--- config.mk ---
export PLATFORM = sky130hd
export DESIGN_NAME = safety_relay_top
export DESIGN_NICKNAME = d
export VERILOG_FILES = /design/src/hdl/safety_relay_pkg.sv /design/src/hdl/ms_tick.sv /design/src/hdl/pin_sync.sv /design/src/hdl/safety_relay_top.sv
export VERILOG_INCLUDE_DIRS = /design/src /design/src/hdl
export SDC_FILE = /design/constraint.sdc
export NUM_CORES = 1
export LEC_CHECK = 0
export ABC_AREA = 1
export CAP_MARGIN = 10
export CORE_ASPECT_RATIO = 0.5
export CORE_MARGIN = 5
export CORE_UTILIZATION = 57
export CTS_CLUSTER_SIZE = 14
export DETAILED_ROUTE_END_ITERATION = 8
export DONT_BUFFER_PORTS = 1
export GPL_TIMING_DRIVEN = 1
export PLACE_DENSITY = 0.75
export SLEW_MARGIN = 20
export SYNTH_ARGS = -nofsm -noshare
export SYNTH_HDL_FRONTEND = slang
export SYNTH_SLANG_ARGS = --single-unit
export TNS_END_PERCENT = 5
--- constraint.sdc ---
create_clock -name clock -period 6.1 [get_ports clock]
set_input_delay 0.61 -clock clock [delete_from_list [all_inputs] [get_ports clock]]
set_output_delay 0.61 -clock clock [all_outputs]
set_load 0.005 [all_outputs]
--- src/hdl/safety_relay_params.svh ---
// Constants for the safety relay and its expansion unit.
// Assumes a 20 MHz system clock; the reset and jog-rest times below are counted in millisecond ticks, the settle count in clock cycles.
//
// Notes on behaviour
// - Setting 1: either input or link requests on; monitored manual reset required.
// - Setting 6: both inputs or link request on; reset is automatic.
// - OR logic works with one device; open second input raises no fault.
// - Turn on only while contactor feedback shows both contactors de-energised.
// - Auxiliary status output is on whenever the safety outputs are off.
// - Expansion without delay follows the link signal directly.
// - Expansion passes reset loop through its feedback terminal; relay reads it.
// - Off-delay: expansion stays on for the delay after link drops.
// - Retrigger: link returning during off-delay restarts timer, no output gap.
// - On-delay: expansion turns on only after delay since link went on.
// - Jog: outputs on only while link and jog held; release turns off.
// - Jog on-time limited to configured maximum even if jog is held.
// - Automatic reset turns on as soon as inputs close, contactors off.
// - Manual reset pulse must last 0.25 to 3 seconds before release.
// - After each jog, outputs stay off 500 ms before next jog.
`ifndef SAFETY_RELAY_PARAMS_SVH
`define SAFETY_RELAY_PARAMS_SVH

// ==========================================
// Timing
`define CLOCK_PERIOD_NS   50
`define TICK_PERIOD_NS    1000000
`define TICK_CYCLES       (`TICK_PERIOD_NS / `CLOCK_PERIOD_NS)
`define RESET_MIN_MS      12'h0fa
`define RESET_MAX_MS      12'hbb8
`define JOG_REST_MS       17'h001f4
`define CFG_SETTLE        3'h4

// ==========================================
// Widths and configuration limits
`define TIMER_W           17
`define PRESS_W           12
`define SETTING_W         4
`define SETTING_MIN       4'h1
`define SETTING_MAX       4'h8
`define SETTING_AUTO_MIN  4'h5

`endif

--- src/hdl/safety_relay_pkg.sv ---
// Types shared by the safety relay design.
// Assumes safety_relay_params.svh is available on the include path.
package safety_relay_pkg;

  // ==========================================
  // Expansion timing modes
  typedef enum logic [1:0] {
    MODE_IMMEDIATE = 2'h0,
    MODE_OFF_DELAY = 2'h1,
    MODE_ON_DELAY  = 2'h2,
    MODE_JOG       = 2'h3
  } exp_mode_e;

  // ==========================================
  // Relay states
  typedef enum logic [3:0] {
    R_OFF   = 4'h1,
    R_PRESS = 4'h2,
    R_STUCK = 4'h4,
    R_ON    = 4'h8
  } relay_state_e;

  // ==========================================
  // Expansion states
  typedef enum logic [6:0] {
    E_OFF  = 7'h01,
    E_ON   = 7'h02,
    E_HOLD = 7'h04,
    E_PEND = 7'h08,
    E_JOG  = 7'h10,
    E_REST = 7'h20,
    E_WAIT = 7'h40
  } exp_state_e;

endpackage : safety_relay_pkg

--- src/hdl/ms_tick.sv ---
// Free-running divider producing a one-cycle millisecond tick.
// Assumes the synchronised reset of the top module.
`timescale 1ns/1ns
`default_nettype none
module ms_tick #(
  parameter int unsigned CYCLES = 20000
) (
  input  wire logic clock,
  input  wire logic rst_n,
  output var  logic tick
);

  localparam int CW = $clog2(CYCLES);
  localparam logic [CW-1:0] LAST = CW'(CYCLES - 1);

  logic [CW-1:0] count;

  // Count clock cycles and pulse at the end of each period
  always_ff @(posedge clock or negedge rst_n) begin
    if (!rst_n) begin
      count <= '0;
      tick  <= 1'b0;
    end else begin
      tick <= (count == LAST);
      if (count == LAST) begin
        count <= '0;
      end else begin
        count <= count + 1'b1;
      end
    end
  end

endmodule : ms_tick
`default_nettype wire

--- src/hdl/pin_sync.sv ---
// Three-stage synchroniser with agreement filter for asynchronous pins.
// Assumes one clock; output changes only when stages two and three agree.
`timescale 1ns/1ns
`default_nettype none
module pin_sync #(
  parameter int WIDTH = 1
) (
  input  wire logic             clock,
  input  wire logic             rst_n,
  input  wire logic [WIDTH-1:0] pin,
  output var  logic [WIDTH-1:0] level
);

  logic [WIDTH-1:0] stage1;
  logic [WIDTH-1:0] stage2;
  logic [WIDTH-1:0] stage3;

  // Shift chain; first stage feeds only the second
  always_ff @(posedge clock or negedge rst_n) begin
    if (!rst_n) begin
      stage1 <= '0;
      stage2 <= '0;
      stage3 <= '0;
    end else begin
      stage1 <= pin;
      stage2 <= stage1;
      stage3 <= stage2;
    end
  end

  // Accept a bit once stages two and three agree
  always_ff @(posedge clock or negedge rst_n) begin
    if (!rst_n) begin
      level <= '0;
    end else begin
      for (int i = 0; i < WIDTH; i++) begin
        if (stage2[i] == stage3[i]) begin
          level[i] <= stage3[i];
        end
      end
    end
  end

endmodule : pin_sync
`default_nettype wire

--- src/hdl/safety_relay_top.sv ---
// Safety relay logic with a delay/jog expansion unit on the single-wire link.
// Assumes all pin inputs are asynchronous; straps are stable at power-up.
`include "safety_relay_params.svh"
`timescale 1ns/1ns
`default_nettype none
module safety_relay_top #(
  parameter int unsigned TICK_CYCLES = `TICK_CYCLES
) (
  input  wire logic                            clock,
  input  wire logic                            rst_n,
  // Relay pins
  input  wire logic                            safety_input_a,
  input  wire logic                            safety_input_b,
  input  wire logic                            relay_link_in,
  input  wire logic                            feedback_reset_loop,
  output var  logic                            contactor_one,
  output var  logic                            contactor_two,
  output var  logic                            link_out_terminal,
  output var  logic                            aux_off_status_out,
  output var  logic                            config_fault,
  // Expansion pins
  input  wire logic                            link_in_terminal,
  input  wire logic                            jog_retrigger_input,
  input  wire logic                            retrigger_strap_terminal,
  input  wire logic                            exp_contact_loop_in,
  output var  logic                            exp_output_on,
  output var  logic                            expansion_feedback_out,
  // Power-up straps
  input  wire logic [`SETTING_W-1:0]           logic_setting,
  input  wire safety_relay_pkg::exp_mode_e     exp_mode,
  input  wire logic [`TIMER_W-1:0]             delay_setting_ms
);
  import safety_relay_pkg::*;

  // ==========================================
  // Reset release and millisecond tick
  logic rst_meta;
  logic rst_sync_n;
  logic tick;

  // Release reset through two flip-flops
  always_ff @(posedge clock or negedge rst_n) begin
    if (!rst_n) begin
      rst_meta   <= 1'b0;
      rst_sync_n <= 1'b0;
    end else begin
      rst_meta   <= 1'b1;
      rst_sync_n <= rst_meta;
    end
  end

  ms_tick #(.CYCLES(TICK_CYCLES)) tick_gen (
    .clock (clock),
    .rst_n (rst_sync_n),
    .tick  (tick)
  );

  // ==========================================
  // Pin synchronisers
  localparam int PIN_W = 8;
  localparam int CFG_W = `SETTING_W + 2 + `TIMER_W + 1;

  logic [PIN_W-1:0] pins;
  logic [CFG_W-1:0] cfg_pins;
  logic [CFG_W-1:0] cfg_level;
  logic             in_a;
  logic             in_b;
  logic             rly_link;
  logic             loop;
  logic             exp_link;
  logic             jog;
  logic             exp_loop;
  logic             exp_loop_unused;

  assign pins = {1'b0, exp_contact_loop_in, jog_retrigger_input, link_in_terminal,
                 feedback_reset_loop, relay_link_in, safety_input_b, safety_input_a};
  assign cfg_pins = {retrigger_strap_terminal, exp_mode, delay_setting_ms, logic_setting};

  pin_sync #(.WIDTH(PIN_W)) pin_filter (
    .clock (clock),
    .rst_n (rst_sync_n),
    .pin   (pins),
    .level ({exp_loop_unused, exp_loop, jog, exp_link, loop, rly_link, in_b, in_a})
  );

  pin_sync #(.WIDTH(CFG_W)) cfg_filter (
    .clock (clock),
    .rst_n (rst_sync_n),
    .pin   (cfg_pins),
    .level (cfg_level)
  );

  // ==========================================
  // Power-up configuration capture
  logic [2:0]            settle;
  logic                  cfg_ready;
  logic [`SETTING_W-1:0] setting;
  exp_mode_e             mode;
  logic [`TIMER_W-1:0]   delay_ms;
  logic                  retrig;
  logic                  cfg_ok;
  logic                  or_logic;
  logic                  auto_reset;

  // Take the straps once after the filters settle, never again
  always_ff @(posedge clock or negedge rst_sync_n) begin
    if (!rst_sync_n) begin
      settle    <= 3'h0;
      cfg_ready <= 1'b0;
      setting   <= '0;
      mode      <= MODE_IMMEDIATE;
      delay_ms  <= '0;
      retrig    <= 1'b0;
    end else if (!cfg_ready) begin
      settle <= settle + 1'b1;
      if (settle == `CFG_SETTLE) begin
        cfg_ready <= 1'b1;
        setting   <= cfg_level[`SETTING_W-1:0];
        delay_ms  <= cfg_level[`SETTING_W +: `TIMER_W];
        mode      <= exp_mode_e'(cfg_level[`SETTING_W+`TIMER_W +: 2]);
        retrig    <= cfg_level[CFG_W-1];
      end
    end
  end

  // Decode logic setting: odd is OR, even is AND; upper half resets automatically
  assign cfg_ok     = (setting >= `SETTING_MIN) && (setting <= `SETTING_MAX);
  assign or_logic   = setting[0];
  assign auto_reset = (setting >= `SETTING_AUTO_MIN);

  // Saturating millisecond counter step
  function automatic logic [`TIMER_W-1:0] step_ms(input logic [`TIMER_W-1:0] v,
                                                  input logic t);
    step_ms = (t && (v != '1)) ? v + 1'b1 : v;
  endfunction : step_ms

  // ==========================================
  // Relay: request, reset and output control
  relay_state_e          rly_state;
  relay_state_e          next_rly_state;
  logic                  request;
  logic                  loop_prev;
  logic [`TIMER_W-1:0]   press_ms;
  logic                  press_ok;

  // Combine the inputs under the chosen logic; OR needs only one device
  always_comb begin
    if (or_logic) begin
      request = in_a | in_b | rly_link;
    end else begin
      request = (in_a & in_b) | rly_link;
    end
  end

  assign press_ok = (press_ms >= `TIMER_W'(`RESET_MIN_MS)) &&
                    (press_ms <= `TIMER_W'(`RESET_MAX_MS));

  // Relay next state
  always_comb begin
    next_rly_state = rly_state;
    case (rly_state)
      R_OFF: begin
        if (cfg_ready && cfg_ok && request) begin
          if (auto_reset) begin
            if (loop) begin
              next_rly_state = R_ON;
            end
          end else if (loop && !loop_prev) begin
            next_rly_state = R_PRESS;
          end
        end
      end
      R_PRESS: begin
        if (!loop) begin
          if (press_ok && request) begin
            next_rly_state = R_ON;
          end else begin
            next_rly_state = R_OFF;
          end
        end else if (press_ms > `TIMER_W'(`RESET_MAX_MS)) begin
          next_rly_state = R_STUCK;
        end
      end
      R_STUCK: begin
        if (!loop) begin
          next_rly_state = R_OFF;
        end
      end
      R_ON: begin
        if (!request) begin
          next_rly_state = R_OFF;
        end
      end
      default: begin
        next_rly_state = R_OFF;
      end
    endcase
  end

  // Relay state register
  always_ff @(posedge clock or negedge rst_sync_n) begin
    if (!rst_sync_n) begin
      rly_state <= R_OFF;
      loop_prev <= 1'b1;
    end else begin
      rly_state <= next_rly_state;
      loop_prev <= loop;
    end
  end

  // Reset pulse width timer, cleared on entry to the press state
  always_ff @(posedge clock or negedge rst_sync_n) begin
    if (!rst_sync_n) begin
      press_ms <= '0;
    end else if (rly_state != R_PRESS) begin
      press_ms <= '0;
    end else begin
      press_ms <= step_ms(press_ms, tick);
    end
  end

  // Relay outputs; auxiliary status shows the off state
  always_ff @(posedge clock or negedge rst_sync_n) begin
    if (!rst_sync_n) begin
      contactor_one      <= 1'b0;
      contactor_two      <= 1'b0;
      link_out_terminal  <= 1'b0;
      aux_off_status_out <= 1'b1;
      config_fault       <= 1'b0;
    end else begin
      contactor_one      <= (next_rly_state == R_ON);
      contactor_two      <= (next_rly_state == R_ON);
      link_out_terminal  <= (next_rly_state == R_ON);
      aux_off_status_out <= (next_rly_state != R_ON);
      config_fault       <= cfg_ready && !cfg_ok;
    end
  end

  // ==========================================
  // Expansion unit: delay and jog control
  exp_state_e          exp_state;
  exp_state_e          next_exp_state;
  logic [`TIMER_W-1:0] exp_ms;
  logic                delay_done;
  logic                rest_done;
  logic                jog_req;

  assign delay_done = (exp_ms >= delay_ms);
  assign rest_done  = (exp_ms >= `JOG_REST_MS);
  assign jog_req    = exp_link & jog;

  // Expansion next state
  always_comb begin
    next_exp_state = exp_state;
    case (exp_state)
      E_OFF: begin
        if (cfg_ready) begin
          case (mode)
            MODE_ON_DELAY: begin
              if (exp_link) begin
                next_exp_state = E_PEND;
              end
            end
            MODE_JOG: begin
              if (jog_req) begin
                next_exp_state = E_JOG;
              end
            end
            default: begin
              if (exp_link) begin
                next_exp_state = E_ON;
              end
            end
          endcase
        end
      end
      E_ON: begin
        if (!exp_link) begin
          if (mode == MODE_OFF_DELAY) begin
            next_exp_state = E_HOLD;
          end else begin
            next_exp_state = E_OFF;
          end
        end
      end
      E_HOLD: begin
        if (exp_link && retrig) begin
          next_exp_state = E_ON;
        end else if (delay_done) begin
          next_exp_state = E_OFF;
        end
      end
      E_PEND: begin
        if (!exp_link) begin
          next_exp_state = E_OFF;
        end else if (delay_done) begin
          next_exp_state = E_ON;
        end
      end
      E_JOG: begin
        if (!jog_req || delay_done) begin
          next_exp_state = E_REST;
        end
      end
      E_REST: begin
        if (rest_done) begin
          next_exp_state = E_WAIT;
        end
      end
      E_WAIT: begin
        if (!jog_req) begin
          next_exp_state = E_OFF;
        end
      end
      default: begin
        next_exp_state = E_OFF;
      end
    endcase
  end

  // Expansion state register
  always_ff @(posedge clock or negedge rst_sync_n) begin
    if (!rst_sync_n) begin
      exp_state <= E_OFF;
    end else begin
      exp_state <= next_exp_state;
    end
  end

  // Expansion timer restarts on every state change
  always_ff @(posedge clock or negedge rst_sync_n) begin
    if (!rst_sync_n) begin
      exp_ms <= '0;
    end else if (next_exp_state != exp_state) begin
      exp_ms <= '0;
    end else begin
      exp_ms <= step_ms(exp_ms, tick);
    end
  end

  // Expansion outputs; feedback passes the loop only while outputs are off
  always_ff @(posedge clock or negedge rst_sync_n) begin
    if (!rst_sync_n) begin
      exp_output_on          <= 1'b0;
      expansion_feedback_out <= 1'b0;
    end else begin
      exp_output_on <= (next_exp_state == E_ON) ||
                       (next_exp_state == E_HOLD) ||
                       (next_exp_state == E_JOG);
      expansion_feedback_out <= exp_loop &&
                                (next_exp_state != E_ON) &&
                                (next_exp_state != E_HOLD) &&
                                (next_exp_state != E_JOG);
    end
  end

endmodule : safety_relay_top
`default_nettype wire

# After elaboration in Yosys (flattened, before gate mapping)
# Index checks and enable logic that the tools add are counted.
[totals]
regBits = 221
in_bits = 33
output_inout_bits = 7
word_cells = 189
[classes]
addsub = 4
magnitude_cmp = 8
eq_ne = 59
muxes = 33
bitwise_logic = 6
n_reduce_logical = 22
[ops]
columns = ["cell", "count"]
rows = [
  ["7-bit 2-to-1 mux", 12],
  ["17-bit 2-to-1 mux", 4],
  ["7-bit one-hot mux with 7 select lines", 1],
  ["4-bit 2-to-1 mux", 9],
  ["17-bit by 1-bit adder with 17-bit output (second input constant)", 2],
  ["17-bit inequality test (second input constant)", 2],
  ["1-bit == test", 31],
  ["17-bit >= comparator", 1],
  ["17-bit by 8-bit >= comparator with 1-bit output (second input constant)", 1],
  ["17-bit by 9-bit >= comparator with 1-bit output (second input constant)", 1],
  ["17-bit by 12-bit greater-than comparator with 1-bit output (second input constant)", 1],
  ["17-bit by 12-bit <= comparator with 1-bit output (second input constant)", 1],
  ["4-bit one-hot mux with 4 select lines", 1],
  ["15-bit by 1-bit adder with 15-bit output (second input constant)", 1],
  ["15-bit == test (second input constant)", 1],
  ["15-bit 2-to-1 mux", 1],
  ["7-bit by 2-bit == test with 1-bit output (second input constant)", 2],
  ["7-bit by 3-bit == test with 1-bit output (second input constant)", 2],
  ["7-bit by 5-bit == test with 1-bit output (second input constant)", 2],
  ["7-bit one-hot mux with 2 select lines", 1],
  ["1-bit logical AND", 13],
  ["4-bit == test (second input constant)", 2],
  ["7-bit by 1-bit == test with 1-bit output (second input constant)", 1],
  ["7-bit by 4-bit == test with 1-bit output (second input constant)", 1],
  ["other kinds (27)", 38],
]

# Longest topological paths before layout
# Gate-level depths: netlist (run 1).
[depth]
word_depth = 9
mapped_depth = 19

# Hierarchy
# A second synthesis (run 1) with hierarchy kept.
[unflattened]
cells_unflattened = 987
area_unflattened_um2 = 9480.3
[by_module_without_submodules]
columns = ["module", "n_inst", "cells_per_inst", "area_each_um2", "seq_area_each_um2"]
rows = [
  ["safety_relay_top", 1, 616, 4872.2, 2031.9],
  ["pin_sync (cfg_filter)", 1, 192, 2792.7, 2402.3],
  ["pin_sync (pin_filter)", 1, 64, 930.9, 800.8],
  ["ms_tick", 1, 115, 884.6, 400.4],
]

# Worst setup path after synthesis (run 1)
# OpenSTA, ideal clock, no wires.
[synth_path]
path_kind = "register to register"
from = "register press_ms[1]"
to = "register press_ms[15]"
setup_ps = 104
t_arrival_ps = 2297
path_slack_ps = 3699
stages_incl_launch_ff = 15
path_buffers = 0
synth_period_minus_slack_ps = 2401
cell_sequence = "dfrtp_1 > ha_1 > and3_1 > nand3_1 > nor2_1 > ha_1 > nor2_2 > inv_1 > nor3_2 > nand3_1 > nor2_1 > nand2_1 > inv_1 > nand2_1 > a221oi_1"
[synth_via]
elab_chain_cells = 3
[synth_rtl]
columns = ["item", "line_no", "text"]
rows = [
  ["start, declared", "safety_relay_top.sv:143", "logic [`TIMER_W-1:0] press_ms;"],
  ["start signal, assigned", "safety_relay_top.sv:218", "press_ms <= step_ms(press_ms, tick);"],
  ["17-bit by 1-bit adder with 17-bit output / 17-bit inequality test (equally long branches)", "safety_relay_top.sv:134", "step_ms = (t && (v != '1)) ? v + 1'b1 : v;"],
  ["17-bit 2-to-1 mux / 1-bit logical AND (equally long branches)", "safety_relay_top.sv:134", ""],
  ["17-bit 2-to-1 mux / 2-bit nonzero test (equally long branches)", "--", ""],
]
# Several ways; a longest one is shown, not always the timed one. The select of a mux whose other input is x is not followed.
# A chain may end at the register's enable or synchronous reset.

# Final worst setup path (run 1)
# Ends and elaborated chain as after synthesis.

==> results.py, run 1 <==
metrics = {
    "worst_setup_path": {
        "cp-endpoint": "press_ms[15]",
        "startpoint_type": "register",
        "crit_required_ns": 6.48,
        "endpoint_kind": "register",
        "r2r_start": "press_ms[1]",
        "crit_arrival_ns": 3.19,
        "worst-path-buf-inv": 2,
        "critical_path_class": "reg2reg",
        "cpPeakStageDelay_ns": 0.44,
        "r2r_cells": 14,
        "crit_fanout": 8,
        "rr_endpoint": "press_ms[15]",
        "path_cells": "ha_1, and3_1, nand3_1, nor2_1, ha_1, nor2_2, inv_1, nor3_2, nand3_1, nor2_1, nand2_1, inv_1, nand2_1, a221oi_1",
        "crit_slowest_cell": "dfrtp_1",
        "cp.depth": 14,
        "critical_path.top_delay_family": "simple AND/OR/NAND/NOR gates",
        "worstSetupStartpoint": "press_ms[1]",
        "r2r_slack_ns": 3.30,
    },
    "clocking": {
        "worstSkewPairLatency_ns": 0.49,
        "htreeDepth": 1,
        "cts_tree": "yes",
        "cts_setup_buffers": 0,
        "ctsResizeCount": 0,
        "postCtsHoldBufs": 1,
        "cts_buffers": 20,
        "cts_sinks": 221,
        "clockBufferDepth": 3,
        "cts_root_buf": "clkbuf_16",
        "clkSlewWorstSetupHoldPaths_ns": 0.07,
    },
    "synthesis": {
        "synth_enable_flop_cells": 0,
        "synth_commonest_cells": "dfrtp_1, nand2_1, inv_1",
        "synth-main-ff-cell": "dfrtp_1",
        "syn-cell-area_sq_um": 8940,
        "synth_cells": 842,
        "ys_ff_latch": 221,
        "avgSynthCellArea_sq_um": 10.6,
        "synth.distinct_cells": 45,
        "ys_async_sr_fraction_pct": 100,
        "synth_fp_nets": 901,
        "yosysTopAreaCellShare_pct": 60.7,
        "yosysWarnings": 0,
        "synthTopCellsByArea": "dfrtp_1, nand2_1, inv_1",
        "synth_area_leader_cell": "dfrtp_1",
        "ys_seq_area_share_pct": 61.9,
        "synth.most_common_cell": "dfrtp_1",
    },
    "final_layout": {
        "fin_nets": 917,
        "area_delta_synth_final_pct": 9.14,
        "layout-drive-gt1-share_pct": 10.0,
        "antenna_cells": 0,
    },
    "timing": {
        "fin_setup_tns_ns": 0,
        "grt_setup_unrepaired": "no",
        "clock-skew-final_ns": 0.0103,
        "fmax_mhz": 357,
        "relSlewSlack_pct": 38.0,
        "finalSetupViolCount": 0,
        "maxSlewViolCount": 0,
        "timing.final.hold_violations": 0,
        "fin_hold_ws_ns": 0.141,
        "period_share_pct": 45.9,
        "max_slew.worst_pin.slew_ns": 0.929,
        "period_needed_ns": 2.80,
    },
    "pwr": {
        "irDropWorstVdd_v": 0.000157,
        "p_leak_nw": 4.53,
        "p_per_area_nw_per_um2": 318,
    },
    "drt": {
        "drc": 0,
        "drtIter0Drc": 391,
        "routed_via_density": 5.22,
        "dr.pass1.iters": 5,
        "num_vias": 5599,
        "wl_per_cell_um": 14.4,
        "routed_wl_um": 15400,
        "antenna_left": 0,
    },
    "grt": {
        "grtUsageMet1_pct": 24.3,
        "grt_overflow": 0,
        "antenna_found_initial": 0,
        "grt_pass1_wl_um": 26900,
        "track_usage_pct": 17.4,
        "grt_max_degree": 145,
        "grt-busiest-layer": "met2",
        "grt_util_met3_pct": 3.61,
        "grt_pass1_vias": 5728,
        "use_met2_pct": 28.9,
    },
    "floorplanning": {
        "initial_utilization_pct": 58.2,
        "num_io_pins": 40,
        "die_y_um": 98.6,
        "die_area_sq_um": 18400,
        "rows": 32,
        "die_w_um": 187,
        "coreArea_sq_um": 15400,
    },
    "run": {
        "drv_cap": 0,
    },
    "min_path": {
        "hp-class": "in2reg",
        "hp-start": "delay_setting_ms[15]",
    },
    "placement": {
        "gp_congestion": 0.930,
        "dp_hpwl_um": 10400,
        "port-buffer-count": 0,
    },
    "run_status": {
        "status": "finished, final reports clean",
    },
}
-- kinds of logic (layout without fill, tap and decap cells) --
group                      count (synthesis)  count (layout)  synth area share [%]
AOI/OAI and AO/OA                         87              87                  5.55
xor gates and xnor gates                  22              22                  2.15
adders and majority gates                 57              57                  7.11
buffers and inverters                    125             152                  5.50
DFF                                      221             221                  61.9
muxes                                      8               8                 0.993
other                                      1               1                0.0419
and+or+nand+nor                          321             321                  16.7
-- per-stage QoR --
stage	setup slack, ns	area, sq um	util (%)	std cells	power [mW]
floorplan	2.47	8940	-	842	1.94
global placement	3.52	9180	59.7	1039	1.99
detailed placement	3.36	9180	59.7	1039	2.00
CTS	3.33	9760	63.5	1073	3.14
global route	3.01	9760	63.5	1073	3.27
finish	3.30	9760	63.5	1073	3.10
-- layout by cell type, fill, tap and decap left out, types with 3 or more instances in the layout --
cell type	n
inv_2	8
clkbuf_1	10
nor2_4	6
nand3_1	38
nand4_1	14
xor2_1	18
o21a_1	3
xnor2_1	4
nand2_1	112
ha_1	26
nand2_2	9
nor3_2	4
o21ai_0	25
nor4_1	4
mux2_2	7
clkbuf_16	20
dfrtp_1	216
nor2_1	90
dfstp_2	4
maj3_1	31
nor3_1	21
nor2_2	14
inv_1	107
a21oi_1	42
-- worst register-to-register path: stages (launching register included) --
cell	delay [ns]
dfrtp_1	0.44
ha_1	0.24
and3_1	0.19
nand3_1	0.12
nor2_1	0.06
ha_1	0.19
nor2_2	0.26
inv_1	0.16
nor3_2	0.26
nand3_1	0.12
nor2_1	0.20
nand2_1	0.08
inv_1	0.08
nand2_1	0.05
a221oi_1	0.27
-- layout make-up --
cell class / count / area, sq um
multi-input combinational: 496 / 2920
sequential: 221 / 5540
fill: 1201 / 5620
inverter: 115 / 432
timing repair buffer: 4 / 45.0
tap: 204 / 255
clock inverter: 2 / 21.3
clock buffer: 31 / 552
-- registers in the layout, summed over array words and instances, names as in the netlist, 2 cells and up --
register,cells
cfg_filter.stage1,24
delay_ms,17
cfg_filter.stage3,24
cfg_filter.level,24
press_ms,17
exp_state,7
pin_filter.stage3,7
pin_filter.stage2,7
cfg_filter.stage2,24
tick_gen.count,15
pin_filter.level,7
rly_state,4
exp_ms,17
mode,2
setting,4
settle,3
pin_filter.stage1,7
-- metal layers --
layer / routed length [um] / vias to the layer above
met5: 0 / -
met2: 7120 / 109
met1: 7350 / 2710
met4: 255 / 0
li1: - / 2749
met3: 689 / 31
-- report_power, final --
part | leakage, nW | internal, mW | total (mW) | switching, mW
clock network | 0.276 | 0.623 | 1.13 | 0.503
registers | 2.70 | 1.56 | 1.63 | 0.0687
logic | 1.56 | 0.113 | 0.348 | 0.235
total | 4.53 | 2.30 | 3.10 | 0.807
-- worst min path at each step --
stage | slack (ns) | endpoint | depth (start not counted)
final | 0.14 | cfg_filter.stage1[19] | 0
after global routing | 0.11 | cfg_filter.stage1[7] | 0
after CTS | 0.12 | cfg_filter.stage1[7] | 0
after detailed placement | 0.31 | rst_meta | 0
after global placement | 0.31 | rst_meta | 0
after floorplan | 0.31 | rst_meta | 0
Note: power is estimated with default switching activity, not from simulation.
==> run 2, diff against run 1 <==
==> constraint.sdc (replaced) <==
create_clock -name clock -period 2.5 [get_ports clock]
set_input_delay 0.25 -clock clock [delete_from_list [all_inputs] [get_ports clock]]
set_output_delay 0.25 -clock clock [all_outputs]
set_load 0.005 [all_outputs]
==> results.py, run 2 (synthesis results as in run 1) <==
metrics = {
    "placement": {
        "dp_hpwl_um": 10600,
        "pre_cts_ws_ns": 0.00347,
        "dpl_cell_area_sq_um": 9300,
        "port-buffer-count": 0,
        "gp_congestion": 0.938,
    },
    "worst_setup_path": {
        "cpMostUsedCell": "nor3_2",
        "crit_slowest_cell": "dfrtp_1",
        "startpoint_type": "register",
        "crit_fanout": 5,
        "r2r_cells": 14,
        "endpoint_kind": "register",
        "critical_path_class": "reg2reg",
        "r2r_start": "exp_ms[0]",
        "crit_required_ns": 2.88,
        "worstSetupStartpoint": "exp_ms[0]",
        "rr_endpoint": "exp_ms[13]",
        "r2r_slack_ns": 0.07,
        "cpPeakStageDelay_ns": 0.41,
        "cp-endpoint": "exp_ms[13]",
        "path_cells": "ha_2, inv_2, nor3_2, nand4_1, nor4_2, ha_2, or2_4, nor2_4, nand2_1, nor3_2, nand4_1, nor3_2, xnor2_1, nor2_2",
        "crit_arrival_ns": 2.81,
    },
    "grt": {
        "grt_pass1_vias": 6011,
        "grt_pass1_wl_um": 28300,
        "grt_overflow": 0,
        "antenna_found_initial": 0,
        "grt_max_degree": 81,
        "track_usage_pct": 18.2,
    },
    "floorplanning": {
        "rows": 32,
        "die_area_sq_um": 18400,
        "die_y_um": 98.6,
        "die_w_um": 187,
        "num_io_pins": 40,
        "coreArea_sq_um": 15400,
        "initial_utilization_pct": 58.2,
    },
    "pwr": {
        "seq_power_share_pct": 49.1,
        "cellInternalPower_mw": 5.94,
        "p_clk_share_pct": 38.0,
        "p_leak_nw": 4.91,
        "irDropWorstVdd_v": 0.000439,
        "power_mw": 8.09,
        "combPwrFrac_pct": 12.9,
        "p_per_area_nw_per_um2": 765,
        "switching_share_pct": 26.5,
        "netSwitchingPower_mw": 2.15,
    },
    "clocking": {
        "cts_root_buf": "clkbuf_16",
        "cts_tree": "yes",
        "clockBufferDepth": 3,
        "cts_sinks": 221,
        "cts_buffers": 20,
        "clkSlewWorstSetupHoldPaths_ns": 0.07,
        "htreeDepth": 1,
        "worstSkewPairLatency_ns": 0.50,
    },
    "timing": {
        "period_needed_ns": 2.43,
        "worst_slack_ns": 0.0728,
        "timing.final.hold_violations": 0,
        "finalSetupViolCount": 0,
        "grt_setup_unrepaired": "yes",
        "fin_setup_tns_ns": 0,
        "fmax_mhz": 412,
        "max_slew.worst_pin.slew_ns": 0.519,
        "clock-skew-final_ns": 0.0167,
        "maxSlewViolCount": 0,
        "relSlewSlack_pct": 65.4,
        "period_share_pct": 97.1,
    },
    "drt": {
        "wl_per_cell_um": 14.5,
        "drc": 0,
        "dr.pass1.iters": 5,
        "drtIter0Drc": 536,
        "routed_wl_um": 16500,
        "num_vias": 5917,
        "antenna_left": 0,
        "routed_via_density": 5.20,
    },
    "final_layout": {
        "fin_nets": 978,
        "antenna_cells": 0,
        "area_delta_synth_final_pct": 18.2,
        "design_area_sq_um": 10600,
        "layout-drive-gt1-share_pct": 16.5,
        "final_common_cell": "dfrtp_1",
        "layout_common_cells": "dfrtp_1, nand2_1, inv_1, nor2_1, a21oi_1",
    },
    "min_path": {
        "holdPathStages": 1,
        "hp-class": "in2reg",
        "hp-start": "jog_retrigger_input",
    },
    "run": {
        "drv_cap": 0,
    },
    "run_status": {
        "status": "finished, final reports clean",
    },
}
-- run 2: final cells by class --
type	instances	area [sq um]
timing repair buffer	63	593
sequential	221	5540
tap	204	255
clock buffer	32	566
inverter	115	432
clock inverter	4	95.1
fill	1099	4800
multi-input combinational	498	3090
-- run 2: metal layers --
metal	vias to the layer above	track usage [%]	part of all wire, %	wire length [um]
met3	32	3.50	4.6	764
met1	2866	25.6	46	7640
met5	-	0	0	0
met4	0	4.43	2.0	325
li1	2878	-	-	-
met2	141	29.9	47	7780
-- run 2: repair_timing --
item | 4_1_cts | 5_1_grt
hold buffers | 33 | 0
pin swaps | 0 | 23
buffers inserted | 0 | 14
gates resized for setup | 2 | 40
hold endpoints to repair | 33 | 0
setup endpoints to repair | 4 | 20
cloned | 0 | 2
-- run 2: worst max-delay path: cells and delay by family, from the launching register on --
kind                     cells  cell delay [ns]
XOR/XNOR                     1             0.15
adder cells (fa/ha/maj)      2             0.37
buffers and inverters        1             0.07
flip-flops                   1             0.41
AND/OR/NAND/NOR             10             1.30
-- run 2: worst min-delay path by stage --
stage | end | slack, ns
after floorplan | rst_meta | -0.05
after global placement | rst_meta | -0.05
after detailed placement | rst_meta | -0.05
after CTS | cfg_filter.stage1[23] | 0.28
after global routing | cfg_filter.stage1[19] | 0.29
final | pin_filter.stage1[5] | 0.30
-- run 2: power groups by stage --
stage          Clock, mW  Combinational [mW]  Sequential (mW)
3_5_place_dp           0               0.874             4.03
5_1_grt             3.31                1.15             4.00
3_3_place_gp           0               0.853             4.03
2_1_floorplan          0               0.709             4.02
6_report            3.07                1.04             3.97
4_1_cts             3.15               0.917             3.97
-- run 2: metrics by stage --
stage	instances	hold slack [ns]	utilization [%]
CTS	1121	0.275	67.0
global route	1137	0.285	68.8
floorplan	842	-0.0456	-
detailed placement	1052	-0.0455	60.5
global placement	1052	-0.0455	60.5
finish	1137	0.298	68.8
==> run 3, diff against run 2 <==
--- a/config.mk
+++ b/config.mk
@@ -16,6 +16,8 @@
 export DONT_BUFFER_PORTS = 1
 export GPL_TIMING_DRIVEN = 1
 export PLACE_DENSITY = 0.75
+export RECOVER_POWER = 25
+export REMOVE_ABC_BUFFERS = 1
 export SLEW_MARGIN = 20
 export SYNTH_ARGS = -nofsm -noshare
 export SYNTH_HDL_FRONTEND = slang
==> results.py, run 3 (synthesis results as in run 1) <==
metrics = {
    "pwr": {
        "cellInternalPower_mw": 5.81,
        "p_leak_nw": 4.82,
        "power_mw": 7.85,
        "seq_power_share_pct": 50.4,
        "netSwitchingPower_mw": 2.05,
        "p_clk_share_pct": 36.7,
        "irDropWorstVdd_v": 0.000606,
        "p_per_area_nw_per_um2": 753,
        "combPwrFrac_pct": 12.8,
        "switching_share_pct": 26.0,
    },
    "drt": {
        "num_vias": 5741,
        "routed_via_density": 5.08,
        "wl_per_cell_um": 14.0,
        "dr.pass1.iters": 4,
        "drtIter0Drc": 360,
        "antenna_left": 0,
        "routed_wl_um": 15900,
        "drc": 0,
    },
    "timing": {
        "grt_setup_unrepaired": "yes",
        "period_share_pct": 94.9,
        "fmax_mhz": 422,
        "clock-skew-final_ns": 0.0176,
        "relSlewSlack_pct": 38.0,
        "period_needed_ns": 2.37,
        "worst_slack_ns": 0.128,
        "timing.final.hold_violations": 0,
        "max_slew.worst_pin.slew_ns": 0.930,
        "finalSetupViolCount": 0,
        "maxSlewViolCount": 0,
    },
    "worst_setup_path": {
        "crit_arrival_ns": 2.74,
        "critical_path_class": "reg2reg",
        "crit_fanout": 5,
        "crit_required_ns": 2.87,
        "endpoint_kind": "register",
        "startpoint_type": "register",
    },
    "final_layout": {
        "layout_common_cells": "dfrtp_1, nand2_1, inv_1, nor2_1, a21oi_1",
        "final_common_cell": "dfrtp_1",
        "layout-drive-gt1-share_pct": 15.0,
        "fin_util_pct": 67.8,
        "area_delta_synth_final_pct": 16.6,
        "fin_nets": 972,
        "antenna_cells": 0,
        "fin_cells": 1131,
    },
    "min_path": {
        "hp-class": "in2reg",
    },
    "floorplanning": {
        "rows": 32,
        "die_y_um": 98.6,
        "initial_utilization_pct": 58.2,
        "die_area_sq_um": 18400,
        "coreArea_sq_um": 15400,
        "die_w_um": 187,
        "num_io_pins": 40,
    },
    "run": {
        "drv_cap": 0,
    },
    "clocking": {
        "clkSlewWorstSetupHoldPaths_ns": 0.07,
        "cts_buffers": 20,
        "cts_root_buf": "clkbuf_16",
        "htreeDepth": 1,
        "cts_tree": "yes",
        "cts_sinks": 221,
        "clockBufferDepth": 3,
        "worstSkewPairLatency_ns": 0.50,
    },
    "placement": {
        "dp_hpwl_um": 10600,
        "port-buffer-count": 0,
        "placed_cells": 1055,
        "gp_congestion": 0.913,
        "pre_cts_ws_ns": 0.0219,
    },
    "run_status": {
        "status": "finished, final reports clean",
    },
    "grt": {
        "track_usage_pct": 17.8,
        "grt_pass1_vias": 5769,
        "antenna_found_initial": 0,
        "grt_max_degree": 75,
        "grt_pass1_wl_um": 27500,
        "grt_overflow": 0,
    },
}
## run 3: cell type report
class                   count  area, sq um
clock buffers              34          593
flip-flops and latches    221         5540
well taps                 204          255
inverters                 115          432
fillers                  1139         4950
multi-input cells         496         3010
repair buffers             59          576
clock inverters             2         23.8
## run 3: through the flow
stage | TNS [ns] | hold slack (ns) | cell area [sq um]
floorplan | -892.43 | -0.0456 | 8880
global placement | 0 | -0.0455 | 9320
detailed placement | 0 | -0.0455 | 9320
CTS | 0 | 0.229 | 10300
global route | -1.08 | 0.277 | 10400
finish | 0 | 0.304 | 10400
## run 3: critical path, stage by stage (launching register included)
cell and delay [ns]:
dfrtp_1 0.41, ha_2 0.20, inv_2 0.06, nor3_2 0.04
nand4_1 0.09, nor4_2 0.05, ha_2 0.17, or2_4 0.26
buf_4 0.14, nor3_1 0.13, inv_1 0.08, nor2_1 0.20
nand3_1 0.12, xor2_1 0.25, nor2_4 0.06
## run 3: power by group through the flow
stage / Clock [mW] / Sequential [mW] / Combinational (mW)
after floorplan: 0 / 4.02 / 0.648
after global placement: 0 / 4.02 / 0.856
after detailed placement: 0 / 4.03 / 0.880
after CTS: 2.97 / 3.96 / 0.928
after global routing: 3.13 / 3.99 / 1.12
final: 2.89 / 3.96 / 1.01
## run 3: repair_timing
item | 4_1_cts | 5_1_grt
endpoints found under the hold margin | 33 | 0
buffers inserted | 0 | 7
hold buffers | 33 | 0
setup endpoints to repair | 0 | 21
gates resized for setup | 0 | 32
## run 3: worst paths after layout
check / depth (start not counted) / endpoint / slack (ns) / start
min reg2reg: 0 / cfg_filter.stage2[3] / 0.35 / cfg_filter.stage1[3]
min: 1 / pin_filter.stage1[1] / 0.30 / safety_input_b
min in group asynchronous: 0 / cfg_filter.stage1[14] / 0.38 / rst_sync_n
max reg2reg: 14 / exp_ms[6] / 0.13 / exp_ms[1]
max in group asynchronous: 1 / loop_prev / 1.19 / rst_sync_n
max: 14 / exp_ms[6] / 0.13 / exp_ms[1]
## run 3: routing by layer
metal  track usage [%]  wire (um)  up-vias
met1              25.8       7730     2763
li1                  -          -     2863
met5                 0          0        -
met3              3.79        655       21
met4              3.86        261        0
met2              28.4       7230       94
